--- src/rtl/scp_pkg.sv ---
package scp_pkg;

  // ----------------------------------------------------------------
  // frame layout: read flag, address, data, sent msb first
  // ----------------------------------------------------------------
  localparam int ADDR_W = 15;
  localparam int DATA_W = 8;
  localparam int HDR_BITS = 16;
  localparam int FRAME_BITS = 24;
  localparam int CNT_W = 5;
  localparam logic [CNT_W-1:0] CNT_HDR = 5'h10;
  localparam logic [CNT_W-1:0] CNT_FRAME = 5'h18;
  localparam int RW_POS = 15;

  // ----------------------------------------------------------------
  // register file
  // ----------------------------------------------------------------
  localparam int NUM_REGS = 32;
  localparam int IDX_W = 5;
  localparam logic [DATA_W-1:0] REG_RST = 8'h00;
  localparam int NUM_PINS = 4;
  // registers 0..3 hold the mode of mux, trigger one, trigger two, modulation pin
  localparam logic [IDX_W-1:0] PIN_CFG_BASE = 5'h00;

  // ----------------------------------------------------------------
  // sampled inputs
  // ----------------------------------------------------------------
  localparam int SER_SCLK = 0;
  localparam int SER_DATA = 1;
  localparam int SER_LATCH = 2;
  localparam int SER_CE = 3;
  localparam int SYNC_W = 8;

  typedef enum logic [1:0] {
    PIN_INPUT = 2'h0,
    PIN_READBACK = 2'h1,
    PIN_DIAG = 2'h2,
    PIN_FASTLOCK = 2'h3
  } scp_pin_mode_e;

  typedef enum {
    PH_HEADER,
    PH_DATA
  } scp_phase_e;

  typedef struct packed {
    logic [NUM_PINS-1:0] o;
    logic [NUM_PINS-1:0] oe;
  } scp_pins_s;

endpackage

--- src/rtl/scp_config_port.sv ---
`timescale 1ns/100ps
module scp_config_port (
  // clock and reset
  input wire logic sys_clk,
  input wire logic srst,
  // serial port pins
  input wire logic sclk_pin,
  input wire logic sdata_pin,
  input wire logic latch_strobe,
  input wire logic chip_enable,
  // multiplexed pins: mux output, trigger one, trigger two, modulation
  input wire logic [scp_pkg::NUM_PINS-1:0] pin_in,
  output scp_pkg::scp_pins_s pins_ff,
  // core side
  input wire logic [scp_pkg::NUM_PINS-1:0] diag_in,
  input wire logic fastlock_active,
  output logic [scp_pkg::NUM_PINS-1:0] pin_func_ff,
  output logic [scp_pkg::NUM_REGS*scp_pkg::DATA_W-1:0] regs_ff
);

  logic [scp_pkg::SYNC_W-1:0] lvl;
  logic [scp_pkg::SYNC_W-1:0] rise;
  logic [scp_pkg::SYNC_W-1:0] fall;
  logic [scp_pkg::DATA_W-1:0] reg_mem [scp_pkg::NUM_REGS];
  logic [scp_pkg::FRAME_BITS-1:0] shift_ff;
  logic [scp_pkg::CNT_W-1:0] cnt_ff;
  scp_pkg::scp_phase_e phase_ff;
  logic read_ff;
  logic [scp_pkg::ADDR_W-1:0] addr_ff;
  logic [scp_pkg::DATA_W-1:0] held_ff;
  logic held_vld_ff;
  logic [scp_pkg::DATA_W-1:0] rb_ff;
  logic sclk_up;
  logic sclk_dn;
  logic latch_up;
  logic [scp_pkg::CNT_W-1:0] nxt_cnt;
  logic [scp_pkg::FRAME_BITS-1:0] nxt_shift;
  logic byte_done;
  logic commit;
  logic [scp_pkg::ADDR_W-1:0] commit_addr;

  // addresses beyond the file are ignored on write and read as zero
  function automatic logic [scp_pkg::DATA_W-1:0] rd_reg(input logic [scp_pkg::ADDR_W-1:0] a,
                                                          input logic [scp_pkg::DATA_W-1:0] m [scp_pkg::NUM_REGS]);
    if (a < scp_pkg::ADDR_W'(scp_pkg::NUM_REGS)) begin
      return m[a[scp_pkg::IDX_W-1:0]];
    end
    return '0;
  endfunction

  scp_sync_edge #(.W(scp_pkg::SYNC_W)) u_sync (
    .sys_clk(sys_clk),
    .srst(srst),
    .async_in({pin_in, chip_enable, latch_strobe, sdata_pin, sclk_pin}),
    .level(lvl),
    .rise(rise),
    .fall(fall)
  );

  // ----------------------------------------------------------------
  // frame decode
  // ----------------------------------------------------------------
  // chip enable low blocks the serial clock and abandons any partial frame so a glitchy bus cannot disturb it
  assign sclk_up = rise[scp_pkg::SER_SCLK] & lvl[scp_pkg::SER_CE];
  assign sclk_dn = fall[scp_pkg::SER_SCLK] & lvl[scp_pkg::SER_CE];
  assign latch_up = rise[scp_pkg::SER_LATCH];
  assign nxt_cnt = cnt_ff + 5'h01;
  assign nxt_shift = {shift_ff[scp_pkg::FRAME_BITS-2:0], lvl[scp_pkg::SER_DATA]};
  assign byte_done = sclk_up && phase_ff == scp_pkg::PH_DATA && nxt_cnt == scp_pkg::CNT_FRAME;
  // a held byte is committed by the strobe, or by the next byte of a stream
  assign commit = held_vld_ff && !read_ff && (latch_up || byte_done);
  assign commit_addr = addr_ff;

  always_ff @(posedge sys_clk) begin
    if (srst) begin
      shift_ff <= '0;
    end else if (sclk_up) begin
      shift_ff <= nxt_shift;
    end
  end

  always_ff @(posedge sys_clk) begin
    if (srst || latch_up || !lvl[scp_pkg::SER_CE]) begin
      cnt_ff <= '0;
      phase_ff <= scp_pkg::PH_HEADER;
      read_ff <= 1'b0;
    end else if (sclk_up) begin
      unique case (phase_ff)
        scp_pkg::PH_HEADER: begin
          cnt_ff <= nxt_cnt;
          if (nxt_cnt == scp_pkg::CNT_HDR) begin
            phase_ff <= scp_pkg::PH_DATA;
            read_ff <= nxt_shift[scp_pkg::RW_POS];
          end
        end
        scp_pkg::PH_DATA: begin
          // a full byte rewinds the count so the next byte starts a stream
          cnt_ff <= (nxt_cnt == scp_pkg::CNT_FRAME) ? scp_pkg::CNT_HDR : nxt_cnt;
        end
      endcase
    end
  end

  always_ff @(posedge sys_clk) begin
    if (srst) begin
      addr_ff <= '0;
    end else if (sclk_up && phase_ff == scp_pkg::PH_HEADER && nxt_cnt == scp_pkg::CNT_HDR) begin
      addr_ff <= nxt_shift[scp_pkg::ADDR_W-1:0];
    end else if (byte_done && (read_ff || held_vld_ff)) begin
      addr_ff <= addr_ff - 15'h0001;
    end
  end

  always_ff @(posedge sys_clk) begin
    if (srst || latch_up || !lvl[scp_pkg::SER_CE]) begin
      held_ff <= '0;
      held_vld_ff <= 1'b0;
    end else if (byte_done && !read_ff) begin
      held_ff <= nxt_shift[scp_pkg::DATA_W-1:0];
      held_vld_ff <= 1'b1;
    end
  end

  // ----------------------------------------------------------------
  // register file
  // ----------------------------------------------------------------
  always_ff @(posedge sys_clk) begin
    if (srst) begin
      for (int i = 0; i < scp_pkg::NUM_REGS; i++) begin
        reg_mem[i] <= scp_pkg::REG_RST;
      end
    end else if (commit && commit_addr < scp_pkg::ADDR_W'(scp_pkg::NUM_REGS)) begin
      reg_mem[commit_addr[scp_pkg::IDX_W-1:0]] <= held_ff;
    end
  end

  always_ff @(posedge sys_clk) begin
    if (srst) begin
      regs_ff <= '0;
    end else begin
      for (int i = 0; i < scp_pkg::NUM_REGS; i++) begin
        regs_ff[i*scp_pkg::DATA_W +: scp_pkg::DATA_W] <= reg_mem[i];
      end
    end
  end

  // ----------------------------------------------------------------
  // readback
  // ----------------------------------------------------------------
  // loaded on the falling edge so the host samples a settled bit late in the following high phase
  always_ff @(posedge sys_clk) begin
    if (srst || latch_up) begin
      rb_ff <= '0;
    end else if (sclk_dn && read_ff && cnt_ff == scp_pkg::CNT_HDR) begin
      rb_ff <= rd_reg(addr_ff, reg_mem);
    end else if (sclk_dn && read_ff) begin
      rb_ff <= {rb_ff[scp_pkg::DATA_W-2:0], 1'b0};
    end
  end

  // ----------------------------------------------------------------
  // multiplexed pins
  // ----------------------------------------------------------------
  always_ff @(posedge sys_clk) begin
    if (srst) begin
      pins_ff <= '0;
      pin_func_ff <= '0;
    end else begin
      for (int i = 0; i < scp_pkg::NUM_PINS; i++) begin
        unique case (scp_pkg::scp_pin_mode_e'(reg_mem[i][1:0]))
          scp_pkg::PIN_INPUT: begin
            pins_ff.o[i] <= 1'b0;
            pins_ff.oe[i] <= 1'b0;
            pin_func_ff[i] <= lvl[scp_pkg::SER_CE + 1 + i];
          end
          scp_pkg::PIN_READBACK: begin
            pins_ff.o[i] <= rb_ff[scp_pkg::DATA_W-1];
            pins_ff.oe[i] <= 1'b1;
            pin_func_ff[i] <= 1'b0;
          end
          scp_pkg::PIN_DIAG: begin
            pins_ff.o[i] <= diag_in[i];
            pins_ff.oe[i] <= 1'b1;
            pin_func_ff[i] <= 1'b0;
          end
          scp_pkg::PIN_FASTLOCK: begin
            // inverted open drain: released normally, pulled low while fastlock runs
            pins_ff.o[i] <= 1'b0;
            pins_ff.oe[i] <= fastlock_active;
            pin_func_ff[i] <= 1'b0;
          end
        endcase
      end
    end
  end

  // ----------------------------------------------------------------
  // checks
  // ----------------------------------------------------------------
  a_shift_on_rise: assert property (@(posedge sys_clk) disable iff (srst)
    sclk_up |=> shift_ff[0] == $past(lvl[scp_pkg::SER_DATA]))
    else $error("serial bit not shifted on clock rise");

  a_latch_commit: assert property (@(posedge sys_clk) disable iff (srst)
    (latch_up && held_vld_ff && !read_ff && addr_ff < 15'h0020)
      |=> reg_mem[$past(addr_ff[4:0])] == $past(held_ff))
    else $error("latch strobe did not commit held byte");

  a_stream_down: assert property (@(posedge sys_clk) disable iff (srst)
    (byte_done && held_vld_ff && !read_ff) |=> addr_ff == $past(addr_ff) - 15'h0001)
    else $error("stream did not step to next lower register");

  a_read_load: assert property (@(posedge sys_clk) disable iff (srst)
    (sclk_dn && read_ff && cnt_ff == scp_pkg::CNT_HDR && !latch_up)
      |=> rb_ff == $past(rd_reg(addr_ff, reg_mem)))
    else $error("readback byte not loaded");

  a_read_pin: assert property (@(posedge sys_clk) disable iff (srst)
    (reg_mem[0][1:0] == 2'h1) ##1 (reg_mem[0][1:0] == 2'h1)
      |-> pins_ff.oe[0] && pins_ff.o[0] == $past(rb_ff[7]))
    else $error("readback not on selected pin");

  a_input_release: assert property (@(posedge sys_clk) disable iff (srst)
    (reg_mem[1][1:0] == 2'h0) |=> !pins_ff.oe[1])
    else $error("input pin driven");

  a_header_len: assert property (@(posedge sys_clk) disable iff (srst)
    (sclk_up && !latch_up && phase_ff == scp_pkg::PH_HEADER && nxt_cnt == scp_pkg::CNT_HDR)
      |=> phase_ff == scp_pkg::PH_DATA && read_ff == $past(nxt_shift[scp_pkg::RW_POS])
        && addr_ff == $past(nxt_shift[scp_pkg::ADDR_W-1:0]))
    else $error("header not decoded after sixteen bits");

endmodule

--- src/rtl/scp_sync_edge.sv ---
`timescale 1ns/100ps
module scp_sync_edge #(
  parameter int W = 8
) (
  // clock and reset
  input wire logic sys_clk,
  input wire logic srst,
  // asynchronous inputs
  input wire logic [W-1:0] async_in,
  // synchronised level and edges
  output logic [W-1:0] level,
  output logic [W-1:0] rise,
  output logic [W-1:0] fall
);

  logic [W-1:0] meta_ff;
  logic [W-1:0] sync_ff;
  logic [W-1:0] prev_ff;

  // first stage is read only by the second stage
  always_ff @(posedge sys_clk) begin
    if (srst) begin
      meta_ff <= '0;
      sync_ff <= '0;
      prev_ff <= '0;
    end else begin
      meta_ff <= async_in;
      sync_ff <= meta_ff;
      prev_ff <= sync_ff;
    end
  end

  assign level = sync_ff;
  assign rise = sync_ff & ~prev_ff;
  assign fall = ~sync_ff & prev_ff;

endmodule

--- config.mk ---
export PLATFORM = sky130hd
export DESIGN_NAME = scp_config_port
export DESIGN_NICKNAME = d
export VERILOG_FILES = /design/src/rtl/scp_pkg.sv /design/src/rtl/scp_config_port.sv /design/src/rtl/scp_sync_edge.sv
export SDC_FILE = /design/constraint.sdc
export NUM_CORES = 1
export LEC_CHECK = 0
export ABC_AREA = 0
export BUFFER_PORTS_ARGS = -buffer_cell sky130_fd_sc_hd__buf_2
export CELL_PAD_IN_SITES_DETAIL_PLACEMENT = 1
export CELL_PAD_IN_SITES_GLOBAL_PLACEMENT = 2
export CORE_MARGIN = 4
export CORE_UTILIZATION = 36
export DETAILED_ROUTE_END_ITERATION = 16
export PLACE_DENSITY = 0.87
export REMOVE_ABC_BUFFERS = 1
export SKIP_CTS_REPAIR_TIMING = 1
export SLEW_MARGIN = 0
export SYNTH_ARGS = -nofsm -noshare
export SYNTH_HDL_FRONTEND = slang
export SYNTH_HIERARCHICAL = 1
export SYNTH_SLANG_ARGS = --single-unit
--- constraint.sdc ---
create_clock -name sys_clk -period 3.1 [get_ports sys_clk]
set_clock_uncertainty 0.15 [all_clocks]
set_input_delay 0.775 -clock sys_clk [delete_from_list [all_inputs] [get_ports sys_clk]]
set_output_delay 0.775 -clock sys_clk [all_outputs]
set_load 0.1 [all_outputs]
==> results.md <==
- Clock Pin Slew Worst Setup and Hold Paths: 60 ps
- CP Max Fanout: 22
- Area of the mapped netlist: 20,610 µm²
- Post-route DRC: 0
- Power Density: 637.3 nW/µm²
- Max-cap violations: 0
- Final Util: 0.4490
- IO Count: between 200 and 300
- Critical path's slowest cell: o211ai_2
- First-pass GRT wire length: slightly above 100 mm
- Post-route non-filler standard cell count: about 3,100
- Leakage power: about 9.9 nW
- Final worst slack: 216.5 ps
- Die area: slightly above 60,000 µm²
- TritonCTS Buffers: between 60 and 70
- Tcrit/Tclk final: 0.9302
- P_int: 0.01286 W
- Max Freq: ~350 MHz
- # placed instances: slightly below 3,000
- Logic pwr share: 0.008
- Worst vdd ir: 0.0004559 V
- Row count: 87
- Fraction of layout cells with a size suffix above 1: 0.2381
- Vias per Instance: 5.078
- Fill count: between 6,000 and 7,000
- Post-route ant nets: 0
- Vert. Die Dim: approximately 250 µm
- Initial Util: 0.3648
- Vias: 15,610
- TritonRoute pass-1 iters: 5
- Worst path top cell family by delay: compound AO/OA/AOI/OAI gates
- Status: finished clean
- Flop-to-flop setup slack: approximately 220 ps
- Syn avg cell area: 10.30 µm²
- RSZ-0062 raised after global routing: no
- Power consumption: about 0.016 W
- Crit Path Category: reg2reg
- Sequential group share of total power: 0.475
- Clock Tree Buf Depth: 3
- Core area: 56,500 µm²
- Pre-CTS setup slack: 127.5 ps
- DP Wirelength: 45.96 mm
- Initial detailed-routing violation count: just over 1,000
- Required @ worst endpoint: 3430 ps
- Die width: roughly 250 µm
- CP bufs+invs: 1
- CTS tree: built
- GR Overflow Total: 0
- Mapped Cells: 2,001
- GRT Total Usage: 0.2131
- Slew @ Worst Pin: between 1000 and 1500 ps
- Largest net degree at the start of global routing: between 100 and 150
- I/O Buffers: between 200 and 300
- Arr. time, crit path: around 3200 ps
- Worst setup EP type: flop
- Final WL: 66.35 mm
- Clock sinks: 596
- CTS H-tree depth: 2
- Slew Limit Fails: 0
- Sw frac: 0.2041
- Leading cell type in the layout, fill and taps excluded: dfxtp_1
- Synthesis-to-finish area growth: 23.08%
- Clk Latency, worst-skew pair: ~630 ps
- Final setup fails: 0
- Number of global-route vias before repair: between 15,000 and 20,000
- YS warnings: 6
- Initial antenna violation count: 1
- CP max stage delay: just under 700 ps
- Root buffer selected by CTS: clkbuf_16
- Clock share of power: 0.517
- Final setup TNS: 0 ps
- Hold Crit Class: in2reg
- Startpoint types: flop
- Ant diodes: 0
- Commonest cells after routing, fill and taps aside: dfxtp_1, nand2_1, buf_2
- Wire per inst: between 20 and 25 µm
- Switching power: between 0.003 and 0.004 W
- GPL Wtd Cong: between 0.8 and 0.9
- Post-layout min period: approximately 2900 ps
- Nets: 2,305
- Crit path cell chain: ha_1 -> nand3_1 -> xor2_1 -> nor4_4 -> buf_12 -> o211ai_2 -> o21ai_0
- Relative slew slack: 0.2689
- Final hold vios: 0
per-stage QoR:
step	hold WS, ps	cell area [µm²]
after floorplan	260.9	20050
after global placement	269.8	22930
after detailed placement	272.9	22930
after CTS	176.3	25250
after global routing	196.9	25360
final	210.4	25360
power groups by stage:
stage,Combinational (W),Sequential (W),Clock [W]
3_5_place_dp,0.000129,0.00784,0
4_1_cts,0.000129,0.00767,0.00850
6_report,0.000129,0.00767,0.00836
5_1_grt,0.000138,0.00767,0.00884
2_1_floorplan,0.0000204,0.00785,0
3_3_place_gp,0.000127,0.00784,0
per-layer routing:
| metal | wire (µm) | global-route usage | up-vias |
|---|---|---|---|
| li1 | - | - | 7332 |
| met1 | 29040 | 0.2770 | 7850 |
| met2 | 32740 | 0.3710 | 339 |
| met3 | 2796 | 0.02993 | 90 |
| met4 | 1765 | 0.06006 | 0 |
| met5 | 0 | 0 | - |
worst paths after layout:
path,startpoint,to,cells after the start
worst max-delay path,cnt_ff[0]$_SDFFE_PP0N_,reg_mem[135]$_SDFFE_PP0P_,7
worst min-delay path,pin_in[2],u_sync/meta_ff[6]$_SDFF_PP0_,2
worst max register to register,cnt_ff[0]$_SDFFE_PP0N_,reg_mem[135]$_SDFFE_PP0P_,7
worst min register to register,u_sync/meta_ff[7]$_SDFF_PP0_,u_sync/level[7]$_SDFF_PP0_,1
registers in the layout, summed over array words and instances (netlist names):
signal,flops
held_ff,8
regs_ff,256
rb_ff,8
pins_ff,8
u_sync/level,8
held_vld_ff,1
u_sync/meta_ff,8
pin_func_ff,4
addr_ff,15
u_sync/prev_ff,2
phase_ff,1
cnt_ff,5
shift_ff,15
reg_mem,256
read_ff,1
worst register-to-register path, stage by stage, from the launching register on:
cell	delay (ps)
dfxtp_1	440
ha_1	260
nand3_1	160
xor2_1	520
nor4_4	120
buf_12	210
o211ai_2	710
o21ai_0	190
final cells by class:
class	count	area [µm²]	area share
sequential	596	11940	0.4707
multi-input combinational	1257	8178	0.3224
timing repair buffer	336	1927	0.07597
clock buffer	79	1717	0.06768
tap	756	945.9	0.03729
clock inverter	35	601.8	0.02373
inverter	15	56.30	0.002220
(Power assumes the default switching activity.)
